--- config.mk ---
export PLATFORM = sky130hd
export DESIGN_NAME = taw_alarm
export DESIGN_NICKNAME = d
export VERILOG_FILES = /design/src/verilog/taw_pkg.sv /design/src/verilog/taw_band_cmp.sv /design/src/verilog/taw_conv_timer.sv /design/src/verilog/taw_alarm.sv
export SDC_FILE = /design/constraint.sdc
export NUM_CORES = 1
export LEC_CHECK = 0
export BUFFER_PORTS_ARGS = -buffer_cell sky130_fd_sc_hd__buf_2
export CORE_MARGIN = 1.5
export CORE_UTILIZATION = 50
export DETAILED_ROUTE_END_ITERATION = 6
export PLACE_DENSITY = 0.77
export SETUP_SLACK_MARGIN = 0.1
export SYNTH_ARGS = -nofsm -noshare
export SYNTH_HDL_FRONTEND = slang
export SYNTH_SLANG_ARGS = --single-unit
--- constraint.sdc ---
create_clock -name clk -period 3.8 [get_ports clk]
set_input_delay 0.76 -clock clk [delete_from_list [all_inputs] [get_ports clk]]
set_output_delay 0.76 -clock clk [all_outputs]
set_load 0.02 [all_outputs]
--- src/verilog/taw_pkg.sv ---
// Constants, register pointers and carrier types of the thermal alarm window logic
package taw_pkg;

   // Register pointers as seen by the serial protocol engine
   localparam logic [7:0] PTR_CONFIG = 8'h01; // Configuration word
   localparam logic [7:0] PTR_UPPER = 8'h02; // Upper window limit
   localparam logic [7:0] PTR_LOWER = 8'h03; // Lower window limit
   localparam logic [7:0] PTR_CRIT = 8'h04; // Critical limit
   localparam logic [7:0] PTR_TEMP = 8'h05; // Temperature word

   // Values after reset
   localparam logic [15:0] CFG_RESET = 16'h0000; // Disabled, comparator, active low
   localparam logic [15:0] LIMIT_RESET = 16'h0000; // All limits at zero degrees
   localparam logic [12:0] TEMP_RESET = 13'h0000; // Temperature before first conversion

   // Temperature field width and status bit positions in the temperature word
   localparam int TEMP_W = 13; // Signed, 1/16 degree per count
   localparam int TW_CRIT = 15; // At or above critical limit
   localparam int TW_ABOVE = 14; // Above window
   localparam int TW_BELOW = 13; // Below window

   // Hysteresis in 1/16 degree counts: 0, 1.5, 3 and 6 degrees
   localparam logic [7:0] HYS_0 = 8'h00;
   localparam logic [7:0] HYS_1 = 8'h18;
   localparam logic [7:0] HYS_2 = 8'h30;
   localparam logic [7:0] HYS_3 = 8'h60;

   // Timing: clock period and conversion period in their own units
   localparam int CLK_PERIOD_NS = 20; // 50 MHz
   localparam int CONV_PERIOD_MS = 125; // Longest conversion period
   // Longest time, so rounded down
   localparam int CONV_PERIOD_CYC = (CONV_PERIOD_MS * 1000000) / CLK_PERIOD_NS;
   localparam int CONV_CNT_W = 23; // Holds 6,250,000

   // Register access from the serial protocol engine
   typedef struct packed {
      logic wr; // One-cycle write strobe
      logic rd; // One-cycle strobe at start of a read transfer
      logic [7:0] ptr; // Register pointer
      logic [15:0] wdata; // Write data, both bytes assembled
   } taw_req_t;

   // Configuration word fields, bit 15 down to bit 0
   typedef struct packed {
      logic [4:0] spare; // Reads as zero
      logic [1:0] hys; // Hysteresis select
      logic shutdown; // Stops conversions, alarm held
      logic critLock; // Critical limit write lock
      logic winLock; // Window limits write lock
      logic clear; // Write 1 clears the interrupt alarm
      logic status; // Alarm status, read only
      logic enable; // Alarm output enable
      logic critOnly; // Critical-only banding
      logic polarity; // 1 = active high
      logic intMode; // 1 = interrupt mode
   } taw_cfg_t;

endpackage : taw_pkg

--- src/verilog/taw_band_cmp.sv ---
// One limit comparator with hysteresis, updated on each evaluation strobe
`timescale 1ns/1ps
module taw_band_cmp #(
   parameter bit ABOVE = 1'b1, // 1 = flags above limit, 0 = below
   parameter bit INCL = 1'b0 // Set on equality too (above only)
) (
   input wire logic clk, // System clock
   input wire logic rst, // Synchronous reset, active high
   input wire logic evalStb, // Evaluate on this cycle
   input wire logic [12:0] temp, // Latched temperature
   input wire logic [12:0] limit, // Limit value
   input wire logic [7:0] hys, // Hysteresis counts
   output logic flag // Condition flag
);
   logic signed [14:0] tempS; // Sign-extended so limit +- hys never wraps
   logic signed [14:0] limS; // Sign-extended limit
   logic signed [14:0] hysS; // Positive hysteresis
   logic setCond; // Condition starts
   logic clrCond; // Condition ends
   logic next_flag; // Flag after this cycle

   assign tempS = {{2{temp[12]}}, temp};
   assign limS = {{2{limit[12]}}, limit};
   assign hysS = {7'h00, hys};

   // Start and end thresholds; ending needs the hysteresis margin
   always_comb begin
      next_flag = flag;
      if (ABOVE) begin
         setCond = INCL ? (tempS >= limS) : (tempS > limS);
         clrCond = INCL ? (tempS < limS - hysS) : (tempS <= limS - hysS);
      end else begin
         setCond = tempS < limS;
         clrCond = tempS >= limS + hysS;
      end
      if (evalStb) begin
         next_flag = flag ? !clrCond : setCond;
      end
   end

   // Flag register
   always_ff @(posedge clk) begin
      if (rst) begin
         flag <= 1'b0;
      end else begin
         flag <= next_flag;
      end
   end
endmodule : taw_band_cmp

--- src/verilog/taw_conv_timer.sv ---
// Conversion period timer, one tick per completed conversion
`timescale 1ns/1ps
module taw_conv_timer #(
   parameter int PERIOD = taw_pkg::CONV_PERIOD_CYC // Cycles per conversion
) (
   input wire logic clk, // System clock
   input wire logic rst, // Synchronous reset, active high
   output logic tick // One-cycle pulse per period
);
   localparam int W = taw_pkg::CONV_CNT_W;
   localparam logic [W-1:0] LAST = W'(PERIOD - 1); // Final count
   logic [W-1:0] count; // Cycles into this period

   always_ff @(posedge clk) begin
      if (rst) begin
         count <= '0;
         tick <= 1'b0;
      end else if (count == LAST) begin
         count <= '0;
         tick <= 1'b1;
      end else begin
         count <= count + 1'b1;
         tick <= 1'b0;
      end
   end
endmodule : taw_conv_timer

--- src/verilog/taw_alarm.sv ---
// Thermal alarm window logic: limits, hysteresis, alarm pin and read snapshot
//
// How it works
// - Comparator mode alarms outside the window
// - Register traffic never moves comparator alarm
// - Comparator alarm holds until back inside
// - Enabled interrupt alarm triggers on each window crossing
// - Interrupt alarm holds until clear bit
// - Alert response win also clears interrupt alarm
// - Critical alarm ignores clears, ends with hysteresis
// - Above critical forces comparator behaviour
// - Critical exit drops interrupt alarm at once
// - Critical-only mode ignores window limits
// - Temperature word carries three status flags
// - Conditions end only past hysteresis margin
// - New limits wait for fresh conversion
// - Conversions run at least eight per second
// - Read returns latest completed conversion
// - Read transfer never torn by conversion
// - Alarm pin floats until enabled
// - Polarity bit selects active level
// - Config selects mode, banding and hysteresis
`timescale 1ns/1ps
module taw_alarm #(
   parameter int CONV_CYCLES = taw_pkg::CONV_PERIOD_CYC // Shorten for simulation
) (
   input wire logic clk, // System clock, 50 MHz
   input wire logic rst, // Synchronous reset, active high
   input wire taw_pkg::taw_req_t busReq, // Register access from protocol engine
   input wire logic araWon, // Pulse: alert response won
   input wire logic [12:0] adcSample, // Converter result, valid at tick
   output logic [15:0] regRdata, // Read word, held for the transfer
   output logic alarmOut, // Alarm pin output value
   output logic alarmOe, // Alarm pin output enable
   output logic convStart // Pulse: result taken, next conversion runs
);

   // Configuration and limit registers
   taw_pkg::taw_cfg_t cfg; // Configuration word
   taw_pkg::taw_cfg_t newCfg; // Incoming configuration write
   logic [15:0] upperLim; // Upper window limit
   logic [15:0] lowerLim; // Lower window limit
   logic [15:0] critLim; // Critical limit
   // Access decode
   logic wrCfg; // Config write
   logic wrUpper; // Upper limit write
   logic wrLower; // Lower limit write
   logic wrCrit; // Critical limit write
   logic limitWrite; // Any accepted limit write
   logic clearPulse; // Clear bit written as 1
   // Conversion and evaluation
   logic convTick; // Conversion completes
   logic [12:0] tempVal; // Last completed conversion
   logic evalStb; // Compare flags this cycle
   logic skipEval; // Next conversion predates a limit write
   logic [7:0] hysCnt; // Hysteresis in counts
   // Flags and alarm state
   logic critF; // At or above critical
   logic aboveF; // Above window
   logic belowF; // Below window
   logic prevOutside; // Outside state one cycle ago
   logic prevCrit; // Critical state one cycle ago
   logic crossing; // Window entered or left
   logic critExit; // Critical condition ended
   logic setInt; // Interrupt alarm triggers
   logic intLatch; // Interrupt alarm pending
   logic alarmActive; // Alarm asserted, before polarity
   logic pinLevel; // Logical pin level
   assign newCfg = taw_pkg::taw_cfg_t'(busReq.wdata);
   assign wrCfg = busReq.wr && (busReq.ptr == taw_pkg::PTR_CONFIG);
   assign wrUpper = busReq.wr && (busReq.ptr == taw_pkg::PTR_UPPER);
   assign wrLower = busReq.wr && (busReq.ptr == taw_pkg::PTR_LOWER);
   assign wrCrit = busReq.wr && (busReq.ptr == taw_pkg::PTR_CRIT);
   assign clearPulse = wrCfg && newCfg.clear;
   // Locked limits are not rewritten, so they never restart the freshness wait
   assign limitWrite = ((wrUpper || wrLower) && !cfg.winLock) || (wrCrit && !cfg.critLock);

   // Configuration register
   always_ff @(posedge clk) begin
      if (rst) begin
         cfg <= taw_pkg::taw_cfg_t'(taw_pkg::CFG_RESET);
      end else if (wrCfg) begin
         // mode and banding fields
         // Once enabled, mode and banding are frozen; software must disable first
         cfg.intMode <= cfg.enable ? cfg.intMode : newCfg.intMode;
         cfg.critOnly <= cfg.enable ? cfg.critOnly : newCfg.critOnly;
         cfg.polarity <= newCfg.polarity;
         cfg.enable <= newCfg.enable;
         cfg.winLock <= newCfg.winLock;
         cfg.critLock <= newCfg.critLock;
         cfg.shutdown <= newCfg.shutdown;
         cfg.hys <= newCfg.hys;
         // Status, clear and spare bits are never stored; they keep their reset zero
      end
   end

   // Window limit registers
   always_ff @(posedge clk) begin
      if (rst) begin
         upperLim <= taw_pkg::LIMIT_RESET;
         lowerLim <= taw_pkg::LIMIT_RESET;
      end else if (!cfg.winLock) begin
         if (wrUpper) begin
            upperLim <= busReq.wdata;
         end
         if (wrLower) begin
            lowerLim <= busReq.wdata;
         end
      end
   end

   // Critical limit register
   always_ff @(posedge clk) begin
      if (rst) begin
         critLim <= taw_pkg::LIMIT_RESET;
      end else if (wrCrit && !cfg.critLock) begin
         critLim <= busReq.wdata;
      end
   end

   // Conversion period source
   taw_conv_timer #(
      .PERIOD(CONV_CYCLES)
   ) u_timer (
      .clk(clk),
      .rst(rst),
      .tick(convTick)
   );

   // Latch each completed conversion; shutdown freezes result and flags
   always_ff @(posedge clk) begin
      if (rst) begin
         tempVal <= taw_pkg::TEMP_RESET;
         convStart <= 1'b0;
      end else begin
         if (convTick && !cfg.shutdown) begin
            tempVal <= adcSample;
         end
         convStart <= convTick && !cfg.shutdown;
      end
   end

   // skip conversion begun before limit write
   always_ff @(posedge clk) begin
      if (rst) begin
         skipEval <= 1'b0;
      end else if (limitWrite) begin
         // Set wins over the tick that would clear it
         skipEval <= 1'b1;
      end else if (convTick) begin
         skipEval <= 1'b0;
      end
   end

   always_ff @(posedge clk) begin
      if (rst) begin
         evalStb <= 1'b0;
      end else begin
         evalStb <= convTick && !cfg.shutdown && !skipEval && !limitWrite;
      end
   end

   // hysteresis select, code 3 is the widest margin
   assign hysCnt = cfg.hys[1] ? (cfg.hys[0] ? taw_pkg::HYS_3 : taw_pkg::HYS_2)
      : (cfg.hys[0] ? taw_pkg::HYS_1 : taw_pkg::HYS_0);

   // Critical condition starts at equality
   taw_band_cmp #(
      .ABOVE(1'b1),
      .INCL(1'b1)
   ) u_crit (
      .clk(clk),
      .rst(rst),
      .evalStb(evalStb),
      .temp(tempVal),
      .limit(critLim[12:0]),
      .hys(hysCnt),
      .flag(critF)
   );

   // Above-window condition
   taw_band_cmp #(
      .ABOVE(1'b1),
      .INCL(1'b0)
   ) u_upper (
      .clk(clk),
      .rst(rst),
      .evalStb(evalStb),
      .temp(tempVal),
      .limit(upperLim[12:0]),
      .hys(hysCnt),
      .flag(aboveF)
   );

   // Below-window condition
   taw_band_cmp #(
      .ABOVE(1'b0),
      .INCL(1'b0)
   ) u_lower (
      .clk(clk),
      .rst(rst),
      .evalStb(evalStb),
      .temp(tempVal),
      .limit(lowerLim[12:0]),
      .hys(hysCnt),
      .flag(belowF)
   );

   // Previous states for crossing detection
   always_ff @(posedge clk) begin
      if (rst) begin
         prevOutside <= 1'b0;
         prevCrit <= 1'b0;
      end else begin
         prevOutside <= aboveF || belowF;
         prevCrit <= critF;
      end
   end

   assign crossing = (aboveF || belowF) != prevOutside;
   assign critExit = prevCrit && !critF;
   assign setInt = crossing && cfg.enable && cfg.intMode && !cfg.critOnly;

   always_ff @(posedge clk) begin
      if (rst) begin
         intLatch <= 1'b0;
      end else if (setInt) begin
         // A crossing in the clearing cycle is kept
         intLatch <= 1'b1;
      end else if (clearPulse || araWon || critExit) begin
         // critical exit drops it at once
         intLatch <= 1'b0;
      end
   end

   // Alarm decision; critical outranks the mode selection
   always_comb begin
      if (cfg.critOnly) begin
         alarmActive = critF;
      end else if (critF) begin
         alarmActive = 1'b1;
      end else if (cfg.intMode) begin
         alarmActive = intLatch;
      end else begin
         alarmActive = aboveF || belowF;
      end
   end

   assign pinLevel = cfg.polarity ? alarmActive : !alarmActive;

   // Open-drain pin: only ever pulls low
   always_ff @(posedge clk) begin
      if (rst) begin
         alarmOe <= 1'b0;
         alarmOut <= 1'b0;
      end else begin
         alarmOe <= cfg.enable && !pinLevel;
         alarmOut <= 1'b0;
      end
   end

   // read word captured once per transfer
   // Both bytes come from this one capture, so a tick mid-transfer cannot tear it
   always_ff @(posedge clk) begin
      if (rst) begin
         regRdata <= 16'h0000;
      end else if (busReq.rd) begin
         case (busReq.ptr)
            taw_pkg::PTR_CONFIG: begin
               regRdata <= {cfg.spare, cfg.hys, cfg.shutdown, cfg.critLock, cfg.winLock,
                  1'b0, alarmActive, cfg.enable, cfg.critOnly, cfg.polarity, cfg.intMode};
            end
            taw_pkg::PTR_UPPER: regRdata <= upperLim;
            taw_pkg::PTR_LOWER: regRdata <= lowerLim;
            taw_pkg::PTR_CRIT: regRdata <= critLim;
            taw_pkg::PTR_TEMP: begin
               regRdata <= {critF, aboveF, belowF, tempVal};
            end
            default: regRdata <= 16'h0000;
         endcase
      end
   end
endmodule : taw_alarm

======== Word level (Yosys, flattened, before mapping) ========
Index checks and enable logic that the tools add are counted.
word-level totals
  register bits after elaboration ......... 120
  output and inout bits ................... 19
  input bits .............................. 42
  logic and storage cells ................. 98
cells by class
  order comparisons ....................... 6
  equality and inequality tests ........... 7
  bitwise gates (word level) .............. 2
  muxes and demuxes ....................... 16
  add/subtract/negate cells ............... 4
  reduce and logical (&&, ||, !) cells .... 38
operator list
  kind                     count
  $pmux W16 S5             1
  $sub A13 B8 Y14          2
  $add A23 B1 Y23 const B  1
  $eq A23 B23 Y1 const B   1
  $eq A8 B2 Y1 const B     2
  $eq A8 B3 Y1 const B     2
  $logic_and A1 B1 Y1      15
  $add A13 B8 Y14          1
  $ge A13 B14 Y1           1
  $le A13 B14 Y1           1
  $lt A13 B14 Y1           1
  $mux W7                  2
  $ge A13 B13 Y1           1
  $gt A13 B13 Y1           1
  $lt A13 B13 Y1           1
  $logic_not A1 Y1         12
  $mux W1                  12
  $eq A8 B1 Y1 const B     1
  $reduce_and A2 Y1        3
  $logic_or A1 B1 Y1       5
  $mux W5                  1
  $reduce_bool A2 Y1       2
  $not A1 Y1               2
  $reduce_or A2 Y1         1
  $ne A1 B1 Y1             1

======== Longest topological paths before layout ========
  depth in word-level cells ............... 8
  depth in mapped cells ................... 18
  gate-level depth less buffers ........... 18

======== Cells and area by module ========
Synthesis repeated with hierarchy kept, for this count alone.
second synthesis, totals
  cell total of the unflattened synthesis .. 1057
  area, all modules ....................... 8632.0 um^2
modules (own cells, without submodules)
  module                   cells each  area an instance (um^2)  instances
  taw_alarm                476         4108.9                   1
  taw_band_cmp at u_upper  162         1223.7                   1
  taw_band_cmp at u_lower  142         1112.3                   1
  taw_band_cmp at u_crit   151         1111.1                   1
  taw_conv_timer           126         1076.0                   1

======== Worst setup path after synthesis ========
No wires, ideal clock.
  kind .................................... register -> register
  start point ............................. register cfg[10] in the netlist's numbering
  end point ............................... register u_lower.flag
  setup time .............................. 0.128 ns
  path buffers ............................ 1
  cell stages (with the launch flop) ...... 18
  arrival ................................. 3.329 ns
  slack ................................... 0.344 ns
  clock period less this slack ............ 3.456 ns
  cell sequence ........................... dfxtp_1 -> inv_1 -> ha_1 -> clkbuf_1 -> xnor2_1 -> ha_1 -> o21ai_0 -> nand2b_1 -> a21oi_1 -> nor3_1 -> xnor2_1 -> ha_1 -> and2_1 -> a221o_1 -> a21oi_1 -> a21oi_1 -> a41o_1 -> o2bb2ai_1
between the ends
  word-level cells in the longest chain between the ends .. 5
RTL lines
  what                    RTL line            source
  start, declared         taw_alarm.sv:39     taw_pkg::taw_cfg_t cfg;
  start signal, assigned  taw_alarm.sv:81     cfg <= taw_pkg::taw_cfg_t'(taw_pkg::CFG_RESET);
  $mux W7                 taw_alarm.sv:164    assign hysCnt = cfg.hys[1] ? (cfg.hys[0] ? taw_pkg::HYS_3 : taw_pkg::HYS_2)
  $add A13 B8 Y14         taw_band_cmp.sv:34  clrCond = tempS >= limS + hysS;
  $ge A13 B14 Y1          taw_band_cmp.sv:34
  $logic_not A1 Y1        taw_band_cmp.sv:37  next_flag = flag ? !clrCond : setCond;
  $mux W1                 taw_band_cmp.sv:37
  end signal, assigned    taw_band_cmp.sv:46  flag <= next_flag;
  end, declared           taw_band_cmp.sv:13  output logic flag
Every way passes these cells.
A chain may end at the register's enable or synchronous reset.

======== Worst setup path in the final report ========
Ends and elaborated chain as after synthesis.

==> summary.md <==
| Metric | Value |
|---|---|
| Post-Syn Instances | `896` |
| Layout cells sized above 1 | `0.118` |
| Initial core utilization | `0.511` |
| Synth warnings | `0` |
| Worst r2r src | `cfg[10]` |
| CP delay by family, top | `compound AO/OA/AOI/OAI gates` |
| Die area | `15500 sq um` |
| Relative slew margins | `0.425` |
| Biggest area consumer among synthesized cells | `dfxtp_1` |
| Arrival @ worst endpoint | `3.76 ns` |
| CTS Root Cell | `clkbuf_16` |
| Die width | `125 um` |
| Skew final | `0.00726 ns` |
| Clk sinks | `120` |
| Biggest cell delay along the critical path | `0.41 ns` |
| Worst Setup SP | `cfg[10]` |
| Largest net degree at the start of global routing | `30` |
| Multi-input combinational cell area | `4640 sq um` |
| Slew at the pin closest to its max-slew limit | `0.861 ns` |
| All-layer global routing usage | `0.269` |
| Period utilization | `0.908` |
| Crit Path Class | `reg -> reg` |
| Post-Syn Nets | `1025` |
| Critical path's slowest cell | `ha_2` |
| Unrepaired setup endpoints after global routing | `no` |
| Die Height | `125 um` |
| DRT Wirelength | `20200 um` |
| Worst hold slack | `0.452 ns` |
| Clk slew on worst S/H paths | `0.06 ns` |
| Bufs and invs on worst path | `3` |
| Max cap viols | `0` |
| Fmax | `0.290 GHz` |
| Clock Path Buffers | `2` |
| VDD IR max | `0.000332 V` |
| DP HPWL | `14900 um` |
| CTS Buf Count | `17` |
| Vias | `6639` |
| Hold Vio Cnt, Final | `0` |
| Clock network fraction of total power | `0.542` |
| Int Pwr | `2.39 mW` |
| WL/cell | `17.6 um` |
| Ys async rst share | `0` |
| First drt pass iteration count | `5` |
| Top-count cell post-synth | `dfxtp_1` |
| Design Power | `3.06 mW` |
| Pwr/cell area | `361 nW/um^2` |
| Fillers | `1284` |
| CP max FO | `5` |
| Hold buffers post-CTS | `0` |
| CTS tree | `yes` |
| Post-CTS Setup Inserts | `0` |
| EDFF count, synth | `0` |
| Via/cell ratio | `5.77` |
| Slew Limit Fails | `0` |
| Total core area | `14500 sq um` |
| IO buf count | `59` |
| H-tree level count | `4` |
| Register area | `2400 sq um` |
| Gate power share | `0.042` |
| Grt total ovfl | `0` |
| Prevailing post-synth register cell | `dfxtp_1` |
| Outcome | `completed` |
| Antenna cells | `0` |
| DRC violations left | `0` |
| Yosys cell types | `58` |
| Cell Rows | `44` |
| Initial antenna violation count | `0` |
| Post-synthesis register bit count | `120` |
| Net Sw Frac | `0.219` |
| Vias in the first global route | `6393` |
| Nets | `1084` |
| Avg Inst Size Synth | `8.26 sq um` |
| Top Ports | `61` |
| Tmin final | `3.45 ns` |
| Final setup TNS | `0 ns` |
| Top post-synthesis cells by area | `dfxtp_1 (32%), ha_1 (15%), mux2i_1 (6.8%)` |
| Hold Path Class | `reg -> reg` |
| Critical Path End Type | `flip-flop` |
| Clock network latency to the later pin of the worst-skew pair | `0.42 ns` |
| Post-synth top cells | `dfxtp_1 (120), nand2_1 (113), nor2_1 (97)` |
| Hold path start | `regRdata[11]` |
| Type of origin of the critical path | `flip-flop` |
| Most used cell, CP | `a21oi_1` |
| GP Congestion | `0.961` |
| Leakage | `3.56 nW` |
| Mapped cell area | `7400 sq um` |
| Post-route ant nets | `0` |
| Top-area cell type share of the netlist area | `0.325` |
| Worst Path Required | `4.11 ns` |
| Area growth from synthesis to layout | `14.8%` |
| Sequential share of power | `0.416` |
| Sequential area share after synthesis | `0.325` |
| Final setup fails | `0` |
| Violation count after the first detailed-route iteration | `597` |
| Psw | `672 uW` |
| First-pass GRT wire length | `33000 um` |
| CP cell instances | `inv_1 -> ha_2 -> buf_4 -> inv_1 -> maj3_1 -> a21oi_1 -> o21bai_1 -> nand2_1 -> xnor2_1 -> ha_1 -> and2_1 -> a221o_1 -> a21oi_1 -> a21oi_1 -> a41o_1 -> o2bb2ai_1` |
## sequential cells by signal, summed over array words and instances (netlist names), 9 cells and up
signal	flops
u_timer.count	23
critLim	16
lowerLim	16
regRdata	16
upperLim	16
tempVal	13
cfg	9
## cell type report
cell class                      instances  share of cell area
Clock inverter                         11              0.0171
Tap cell                              184              0.0271
Multi-Input combinational cell        685               0.546
Sequential cell                       120               0.283
Clock buffer                           20              0.0549
Timing Repair Buffer                   72              0.0463
Inverter                               59              0.0261
## worst register-to-register path, stage by stage, from the launching register on
cell	delay, ns
dfxtp_1	0.38
inv_1	0.11
ha_2	0.41
buf_4	0.16
inv_1	0.04
maj3_1	0.32
a21oi_1	0.23
o21bai_1	0.16
nand2_1	0.12
xnor2_1	0.12
ha_1	0.24
and2_1	0.14
a221o_1	0.31
a21oi_1	0.20
a21oi_1	0.09
a41o_1	0.20
o2bb2ai_1	0.11
## cell families after synthesis
logic type,share of synthesized area
and+or+nand+nor,0.216
DFF,0.325
muxes,0.0676
AOI/OAI and AO/OA,0.137
buffers and inverters,0.0507
xor gates and xnor gates,0.0532
other,0.000507
adders and majority gates,0.151
## path summary, 6_finish.rpt
kind / to / slack [ns] / cells past startpoint
setup / recovery: u_lower.flag / 0.35 / 16
hold reg to reg: regRdata[11] / 0.45 / 2
setup reg to reg: u_lower.flag / 0.35 / 16
hold / removal: regRdata[11] / 0.45 / 2
## layout by cell type, fill, tap and decap left out, types with 6 or more instances in the layout
master,netlist,final
xnor2_1,25,25
nor2b_1,13,13
buf_4,2,13
a21o_1,8,8
nor2_1,97,97
a221oi_1,16,16
nor3_1,25,24
and4_1,6,6
dfxtp_1,120,120
clkbuf_16,0,17
nand2b_1,12,12
and3_1,8,8
xor2_1,20,20
a21oi_1,74,73
o211ai_1,12,12
buf_2,3,59
inv_1,59,59
a211oi_1,7,7
nand3_1,29,29
nand2_1,113,113
mux2i_1,50,50
nand4_1,8,8
o21ai_0,22,20
ha_1,87,86
## power by group through the flow
stage	Combinational, mW	Sequential [mW]	Clock [mW]
finish	0.129	1.27	1.66
global route	0.140	1.27	1.73
CTS	0.128	1.27	1.68
detailed placement	0.127	1.30	0
global placement	0.128	1.30	0
floorplan	0.0675	1.30	0
## layer usage
layer,part of all wire,up-vias,global-route usage,wire (um)
met5,0,-,0,0
met2,0.47,215,0.447,9450
met4,0.030,0,0.0980,615
li1,-,3271,-,-
met3,0.062,41,0.0515,1260
met1,0.44,3112,0.347,8920
## metrics by stage
stage / cell area, sq um / cells / setup WS (ns) / util
6_report: 8490 / 1151 / 0.349 / 0.587
5_1_grt: 8490 / 1151 / 0.0915 / 0.587
4_1_cts: 8480 / 1151 / 0.173 / 0.586
3_5_place_dp: 7870 / 1120 / 0.168 / 0.544
3_3_place_gp: 7870 / 1120 / 0.240 / 0.544
2_1_floorplan: 7400 / 896 / 0.344 / -
## what timing repair did
action / in CTS / in global routing
hold endpoints to repair: 0 / 0
resized for setup: 0 / 5
setup endpoints to repair: 0 / 3
No activity file was read; power rests on OpenSTA's default activity.
